**src/flow_fifo.sv**
```systemverilog
// Shared constants and the data FIFO used ahead of each transmitter
package flow_pkg;
    localparam int DATA_W = 8;
    localparam int FIFO_DEPTH = 32;
    localparam int CHANNELS = 2;
    localparam int SYNC_SRCS = 3;
    localparam int ALT_SRC = 2;
    localparam logic RTS_RESET = 1'b1;
    localparam logic CTS_RESET = 1'b1;
    typedef enum logic {TX_IDLE, TX_SEND} tx_state_t;
endpackage : flow_pkg

////////////////////////////////////////////////////////////////////////////////
module flow_fifo #(
    parameter int WIDTH = 8,
    parameter int DEPTH = 32
) (
    input wire logic clk_i,
    input wire logic nrst_i,
    input wire logic in_valid_i,
    input wire logic [WIDTH-1:0] in_data_i,
    output logic in_ready_o,
    output logic out_valid_o,
    output logic [WIDTH-1:0] out_data_o,
    input wire logic out_ready_i
);
    // Depth must be a power of two so the pointers wrap on their own
    localparam int AW = $clog2(DEPTH);
    localparam logic [AW:0] FULL_COUNT = DEPTH[AW:0];

    logic [WIDTH-1:0] mem [DEPTH];
    logic [AW-1:0] wr_ptr;
    logic [AW-1:0] rd_ptr;
    logic [AW:0] count;
    logic [AW:0] next_count;
    wire push = in_valid_i && in_ready_o;
    wire pop = out_valid_o && out_ready_i;

    // Occupancy decode
    assign next_count = (push && !pop) ? count + 1'b1 :
                        (pop && !push) ? count - 1'b1 : count;
    assign out_valid_o = (count != '0);
    assign out_data_o = mem[rd_ptr];

    // Pointers, count and a registered ready so the source sees a clean flop
    always_ff @(posedge clk_i or negedge nrst_i)
    begin
        if (!nrst_i)
        begin
            wr_ptr <= '0;
            rd_ptr <= '0;
            count <= '0;
            in_ready_o <= 1'b1;
        end
        else
        begin
            if (push)
                wr_ptr <= wr_ptr + 1'b1;
            if (pop)
                rd_ptr <= rd_ptr + 1'b1;
            count <= next_count;
            in_ready_o <= (next_count != FULL_COUNT);
        end
    end

    // Storage needs no reset
    always_ff @(posedge clk_i)
    begin
        if (push)
            mem[wr_ptr] <= in_data_i;
    end
endmodule : flow_fifo

```
**src/flow_ctrl.sv**
```systemverilog
// Clear-to-send / request-to-send flow control for two serial channels
//
// Overview of operation
// - With clear-to-send on, a frame starts only while the input is low.
// - Clear-to-send rising mid-frame lets the frame finish, then holds later ones.
// - With request-to-send on, pin is driven low while receiver is ready.
// - Request-to-send goes high on start bit, stays high until ready again.
// - Pin active only when disable is 0; direction 1 output, 0 input.
// - Split mode: channel 0 drives its pin as output, reads alternate input.
// - Split mode needs channel 1 input-enabled and route select set to 1.
// - Split mode counts only while multi-clock output select is 0.
// - In split mode channel 1 flow control neither drives nor gates.
module flow_ctrl (
    input wire logic clk_i,
    input wire logic nrst_i,
    input wire logic [1:0] tx_valid_i,
    input wire logic [15:0] tx_data_i,
    output logic [1:0] tx_ready_o,
    output logic [1:0] tx_start_o,
    output logic [15:0] tx_word_o,
    output logic [1:0] tx_busy_o,
    input wire logic [1:0] tx_done_i,
    input wire logic [1:0] rx_start_det_i,
    input wire logic [1:0] rx_ready_i,
    input wire logic [1:0] flow_pin_i,
    output logic [1:0] flow_pin_o,
    output logic [1:0] flow_pin_oe_o,
    input wire logic alt_cts_in_pin_i,
    input wire logic [1:0] flow_pin_disable_i,
    input wire logic [1:0] flow_pin_direction_select_i,
    input wire logic split_cts_route_select_i,
    input wire logic multi_clock_output_select_i,
    output logic split_active_o
);
    localparam int W = flow_pkg::DATA_W;

    ////////////////////////////////////////////////////////////////////////////
    // Pin synchronisers: three flops, level moves when stages two and three agree
    wire [flow_pkg::SYNC_SRCS-1:0] raw = {alt_cts_in_pin_i, flow_pin_i};
    logic [flow_pkg::SYNC_SRCS-1:0] filt;

    genvar s;
    generate
        for (s = 0; s < flow_pkg::SYNC_SRCS; s++)
        begin : g_sync
            logic s1;
            logic s2;
            logic s3;
            // Stage one feeds only stage two
            always_ff @(posedge clk_i or negedge nrst_i)
            begin
                if (!nrst_i)
                begin
                    s1 <= flow_pkg::CTS_RESET;
                    s2 <= flow_pkg::CTS_RESET;
                    s3 <= flow_pkg::CTS_RESET;
                    filt[s] <= flow_pkg::CTS_RESET;
                end
                else
                begin
                    s1 <= raw[s];
                    s2 <= s1;
                    s3 <= s2;
                    if (s2 == s3)
                        filt[s] <= s2;
                end
            end
            a_sync_agree: assert property (@(posedge clk_i) disable iff (!nrst_i)
                (filt[s] != $past(filt[s])) |-> $past(s2 == s3))
                else $error("synchronised level moved without agreement");
        end
    endgenerate

    ////////////////////////////////////////////////////////////////////////////
    // Mode decode: split mode needs the exact six-bit setting
    wire split = !flow_pin_disable_i[0] && flow_pin_direction_select_i[0]
        && !flow_pin_disable_i[1] && !flow_pin_direction_select_i[1]
        && split_cts_route_select_i
        && !multi_clock_output_select_i;

    // Gate and drive enables per channel
    wire [1:0] cts_gate;
    wire [1:0] rts_en;
    wire [1:0] cts_src;
    assign cts_gate[0] = split
        || (!flow_pin_disable_i[0] && !flow_pin_direction_select_i[0]);
    assign cts_gate[1] = !split && !flow_pin_disable_i[1]
        && !flow_pin_direction_select_i[1];
    assign rts_en[0] = !flow_pin_disable_i[0]
        && flow_pin_direction_select_i[0];
    assign rts_en[1] = !split && !flow_pin_disable_i[1]
        && flow_pin_direction_select_i[1];
    // Channel 0 reads the alternate pin in split mode
    assign cts_src[0] = split ? filt[flow_pkg::ALT_SRC] : filt[0];
    assign cts_src[1] = filt[1];

    always_ff @(posedge clk_i or negedge nrst_i)
    begin
        if (!nrst_i)
            split_active_o <= 1'b0;
        else
            split_active_o <= split;
    end

    a_split_clk_off: assert property (@(posedge clk_i) disable iff (!nrst_i)
        multi_clock_output_select_i |=> !split_active_o)
        else $error("split mode reported while multi-clock output selected");

    ////////////////////////////////////////////////////////////////////////////
    // Per-channel FIFO, transmit gate and request-to-send
    genvar c;
    generate
        for (c = 0; c < flow_pkg::CHANNELS; c++)
        begin : g_ch
            flow_pkg::tx_state_t state;
            logic f_valid;
            logic [W-1:0] f_data;
            // Clear when gating is off or the synchronised line is low
            wire cts_ok = !cts_gate[c] || !cts_src[c];
            // Start bit wins over a same-cycle ready; pin flop holds the state
            wire next_rts = rx_start_det_i[c]
                || (!rx_ready_i[c] && flow_pin_o[c]);
            wire go = (state == flow_pkg::TX_IDLE) && f_valid && cts_ok;

            flow_fifo #(
                .WIDTH(W),
                .DEPTH(flow_pkg::FIFO_DEPTH)
            ) u_fifo (
                .clk_i(clk_i),
                .nrst_i(nrst_i),
                .in_valid_i(tx_valid_i[c]),
                .in_data_i(tx_data_i[c*W +: W]),
                .in_ready_o(tx_ready_o[c]),
                .out_valid_o(f_valid),
                .out_data_o(f_data),
                .out_ready_i(go)
            );

            // Checked only between frames, so a rising line never cuts one
            always_ff @(posedge clk_i or negedge nrst_i)
            begin
                if (!nrst_i)
                begin
                    state <= flow_pkg::TX_IDLE;
                    tx_start_o[c] <= 1'b0;
                    tx_busy_o[c] <= 1'b0;
                    tx_word_o[c*W +: W] <= '0;
                end
                else
                begin
                    tx_start_o[c] <= go;
                    unique case (state)
                        flow_pkg::TX_IDLE:
                        begin
                            if (go)
                            begin
                                state <= flow_pkg::TX_SEND;
                                tx_busy_o[c] <= 1'b1;
                                tx_word_o[c*W +: W] <= f_data;
                            end
                        end
                        flow_pkg::TX_SEND:
                        begin
                            if (tx_done_i[c])
                            begin
                                state <= flow_pkg::TX_IDLE;
                                tx_busy_o[c] <= 1'b0;
                            end
                        end
                    endcase
                end
            end

            // Pin drive; enable lags the setting by one cycle
            always_ff @(posedge clk_i or negedge nrst_i)
            begin
                if (!nrst_i)
                begin
                    flow_pin_o[c] <= flow_pkg::RTS_RESET;
                    flow_pin_oe_o[c] <= 1'b0;
                end
                else
                begin
                    flow_pin_o[c] <= next_rts;
                    flow_pin_oe_o[c] <= rts_en[c];
                end
            end

            a_start_needs_cts: assert property (@(posedge clk_i)
                disable iff (!nrst_i)
                tx_start_o[c] |-> $past(!cts_gate[c] || !cts_src[c]))
                else $error("frame started while clear-to-send high");
            a_start_when_clear: assert property (@(posedge clk_i)
                disable iff (!nrst_i)
                (!tx_busy_o[c] && f_valid && cts_ok) |=> tx_start_o[c])
                else $error("pending frame not started while clear");
            a_frame_not_cut: assert property (@(posedge clk_i)
                disable iff (!nrst_i)
                (tx_busy_o[c] && !tx_done_i[c]) |=> tx_busy_o[c])
                else $error("frame ended without its done strobe");
            a_rts_low_ready: assert property (@(posedge clk_i)
                disable iff (!nrst_i)
                (rx_ready_i[c] && !rx_start_det_i[c])
                    |=> !flow_pin_o[c] [*1])
                else $error("request-to-send not low while ready");
            a_rts_high_start: assert property (@(posedge clk_i)
                disable iff (!nrst_i)
                rx_start_det_i[c] ##1 !rx_ready_i[c] [*2]
                    |-> flow_pin_o[c] && $past(flow_pin_o[c]))
                else $error("request-to-send fell before receiver ready");
            a_pin_direction: assert property (@(posedge clk_i)
                disable iff (!nrst_i)
                flow_pin_oe_o[c] |-> $past(!flow_pin_disable_i[c]
                    && flow_pin_direction_select_i[c]))
                else $error("pin driven while disabled or set as input");
        end
    endgenerate

    a_split_cts_alt: assert property (@(posedge clk_i) disable iff (!nrst_i)
        ($past(split) && tx_start_o[0])
            |-> !$past(filt[flow_pkg::ALT_SRC]))
        else $error("channel 0 started with alternate input high");
    a_split_ch1_idle: assert property (@(posedge clk_i) disable iff (!nrst_i)
        split |=> !flow_pin_oe_o[1])
        else $error("channel 1 pin driven in split mode");
endmodule : flow_ctrl

```
**config.mk**
```make
export PLATFORM = sky130hd
export DESIGN_NAME = flow_ctrl
export DESIGN_NICKNAME = d
export VERILOG_FILES = /design/src/flow_fifo.sv /design/src/flow_ctrl.sv
export SDC_FILE = /design/constraint.sdc
export NUM_CORES = 1
export LEC_CHECK = 0
export BUFFER_PORTS_ARGS = -buffer_cell sky130_fd_sc_hd__buf_2
export CAP_MARGIN = 10
export CORE_UTILIZATION = 30
export CTS_CLUSTER_DIAMETER = 80
export DETAILED_ROUTE_END_ITERATION = 8
export PLACE_DENSITY = 0.49
export SYNTH_ARGS = -nofsm -noshare
export SYNTH_HDL_FRONTEND = slang
export SYNTH_SLANG_ARGS = --single-unit
```
**constraint.sdc**
```tcl
create_clock -name clk_i -period 2.8 [get_ports clk_i]
set_input_delay 0.14 -clock clk_i [delete_from_list [all_inputs] [get_ports clk_i]]
set_output_delay 0.14 -clock clk_i [all_outputs]
set_load 0.02 [all_outputs]
```
==> results.json <==
{
  "drcViolationCount": 0,
  "period_needed_ns": 2.40,
  "max_freq_ghz": 0.416,
  "routed_wl_mm": 54.1,
  "start_util_pct": 30.3,
  "grt_first_pass_wirelength_mm": 80.4,
  "io_buffers": 61,
  "avgRoutedWirePerCell_um": 23.3,
  "drive_gt1_share_pct": 33.8,
  "finClkSkew_ns": 0.0298,
  "hold_path.class": "in2reg",
  "p_clk_share_pct": 32.7,
  "peakVddDrop_uv": 426,
  "final_common_cell": "edfxtp_1",
  "r2r_start": "g_ch[1].u_fifo.rd_ptr[0]",
  "p_int_w": 0.0194,
  "syn_area_mm2": 0.0230,
  "cp.arrival_ns": 2.87,
  "dp_cells": 2181,
  "p_total_w": 0.0277,
  "die_y_um": 279,
  "min_to": "split_active_o",
  "powerDensity_mw_per_mm2": 1010,
  "reg2regPathDepth": 5,
  "first_global_vias": 11600,
  "required_ns": 3.27,
  "finalNonFillerCells": 2318,
  "hold_buffers": 15,
  "clkTransAtPathRegs_ns": 0.06,
  "cts_root_buffer": "clkbuf_16",
  "combPwrFrac_pct": 26.6,
  "crit_top_cell": "mux4_2",
  "min_period_over_period_pct": 85.9,
  "switching_share_pct": 30.0,
  "cts_max_level": 3,
  "hold_start": "split_cts_route_select_i",
  "p_leak_nw": 9.11,
  "clock-sinks": 585,
  "drv_cap": 0,
  "syn_to_final_growth_pct": 19.5,
  "busiest_layer": "met2",
  "hold_violations": 0,
  "drt_iter0_markers": 1032,
  "rsz0062_at_grt": "no",
  "antenna_found_initial": 0,
  "core_mm2": 0.0758,
  "avgSynthCellArea_um2": 20.9,
  "cts_buffers": 68,
  "use_met1_pct": 20.2,
  "tns_ns": 0,
  "synth.net_count": 1151,
  "synth_seq_area_share_pct": 75.0,
  "grtUsageTotal_pct": 14.2,
  "status": "finished clean",
  "postSynth.asyncResetShare_pct": 12.5,
  "ys_types": 51,
  "crit_fanout": 18,
  "synth_warnings": 0,
  "grt.overflow.total": 0,
  "use_met3_pct": 2.59,
  "grtUsageMet2_pct": 22.2,
  "routabilityCongestion": 0.775,
  "critPathMaxStageDelay_ns": 0.63,
  "pin_count": 62,
  "drt_pass1_iterations": 5,
  "layout.nets": 1339,
  "worst_pin_slew_ns": 1.10,
  "whs_ns": 0.0335,
  "cp-end-kind": "flop",
  "placedInstanceArea_mm2": 0.0250,
  "startpoint_type": "flop",
  "clock_latency_ns": 0.62,
  "synth_flop_cell": "edfxtp_1",
  "crit_chain": "buf_12 -> mux4_2 -> mux4_2 -> mux2i_1 -> o21ai_1",
  "mostFrequentLayoutCells": "512 x edfxtp_1, 160 x mux4_2, 90 x buf_4",
  "min_path_cells": 3,
  "postLayoutCellArea_mm2": 0.0274,
  "sequentialPowerShare_pct": 40.7,
  "dieArea_mm2": 0.0777,
  "vias_per_cell": 4.85,
  "crit_type": "reg2reg",
  "p_switching_w": 0.00829,
  "finalSetupViolations": 0,
  "rows": 101,
  "final_max_slew_viol_count": 0,
  "ant_nets": 0,
  "dp_hpwl_mm": 33.3,
  "vias": 11200,
  "synth_edf_count": 512,
  "cts_max_path_buffers": 3,
  "timing.slew.headroom_pct": 26.5,
  "die_w_um": 279,
  "ys_seq_elements": 585,
  "rr_endpoint": "tx_word_o[14]",
  "ff2ff_setup_slack_ns": 0.40,
  "cts_tree": "yes",
  "cts_resized": 0,
  "slowest_stage": "dfrtp_4",
  "netlist_instances": 1100,
  "n_antenna_cell": 0,
  "grt_max_degree": 68,
  "post_cts_buffers": 0
}
## sequential cells by signal, indices dropped and copies added, names as in the netlist
name	cells
g_ch.u_fifo.mem	512
tx_word_o	16
g_ch.u_fifo.count	12
g_ch.u_fifo.rd_ptr	10
g_ch.u_fifo.wr_ptr	10
g_sync.s1	3
g_sync.s2	3
g_sync.s3	3
filt	2
flow_pin_o	2
flow_pin_oe_o	2
g_ch.state	2
g_ch.u_fifo.in_ready_o	2
tx_busy_o	2
tx_start_o	2
cts_src	1
split_active_o	1
## cell families (layout without fill, tap and decap cells)
family | count (synthesis) | after routing | synth area share [%]
AND/OR/NAND/NOR | 179 | 179 | 3.69
flip-flops | 585 | 585 | 75.0
multiplexers | 179 | 179 | 16.5
XOR/XNOR | 23 | 23 | 0.877
adder cells (fa/ha/maj) | 19 | 19 | 1.00
AO/OA/AOI/OAI | 48 | 48 | 1.41
buffers and inverters | 67 | 307 | 1.51
## routing by layer
layer | vias up | wire (um) | share of wire, %
met5 | - | 0 | 0
met4 | 0 | 1140 | 2.1
met3 | 81 | 2590 | 4.8
met2 | 281 | 25700 | 47
met1 | 6017 | 24700 | 46
li1 | 4870 | - | -
## final cells by class
| cell class | count | area (um2) |
|---|---|---|
| Clock inverter | 37 | 474 |
| Timing Repair Buffer | 171 | 1250 |
| Multi-Input combinational cell | 448 | 5400 |
| Inverter | 14 | 52.6 |
| Clock buffer | 85 | 1820 |
| Tap cell | 978 | 1220 |
| Fill cell | 7019 | 48400 |
| Sequential cell | 585 | 17200 |
## cells in the mapped netlist, drive strengths merged (3+ instances only)
cell type	count	share of area, %
nand4	12	0.33
mux2i	19	0.83
xor2	3	0.11
clkbuf	22	0.36
maj3	3	0.13
a31oi	4	0.17
and3	3	0.082
ha	16	0.87
nor3	5	0.15
inv	14	0.23
a21oi	5	0.11
nor2	73	1.2
dfrtp	57	6.2
or3b	4	0.15
mux4	160	16
buf	31	0.92
nor2b	3	0.082
nand3b	4	0.13
nand4bb	3	0.15
o21ai	24	0.52
dfstp	16	1.8
xnor2	20	0.76
edfxtp	512	67
o211ai	4	0.13
nand2	53	0.87
nand3	5	0.11
## power by group through the flow
stage | Clock [W] | Combinational, W | Sequential [W]
after floorplan | 0 | 0.00534 | 0.0110
after global placement | 0 | 0.00748 | 0.0114
after detailed placement | 0 | 0.00753 | 0.0115
after CTS | 0.00931 | 0.00757 | 0.0113
after global routing | 0.00966 | 0.00796 | 0.0114
final | 0.00904 | 0.00736 | 0.0113
## critical path, delay by kind of cell, from the launching register on
family / cells / cell delay (ns)
AO/OA/AOI/OAI: 1 / 0.07
buffers and inverters: 1 / 0.24
multiplexers: 3 / 1.30
flip-flops: 1 / 0.63
## worst max-delay path by stage
stage	start	to	slack [ns]	cells past startpoint
5_1_grt	g_ch[0].u_fifo.count[0]	g_ch[0].u_fifo.in_ready_o	0.24	9
6_report	g_ch[1].u_fifo.rd_ptr[0]	tx_word_o[14]	0.40	5
3_5_place_dp	g_ch[1].u_fifo.rd_ptr[0]	tx_word_o[14]	0.37	5
2_1_floorplan	g_ch[0].u_fifo.in_ready_o	g_ch[0].u_fifo.mem[11][0]	0.69	5
3_3_place_gp	g_ch[1].u_fifo.rd_ptr[0]	tx_word_o[12]	0.38	5
4_1_cts	g_ch[1].u_fifo.rd_ptr[0]	tx_word_o[14]	0.36	5
## through the flow
step                util, %  worst slack (ns)
finish                 36.2             0.395
global route           36.2             0.241
CTS                    36.2             0.359
detailed placement     33.0             0.371
global placement       33.0             0.382
floorplan                 -             0.687
Power figures use the tool's default switching activity.
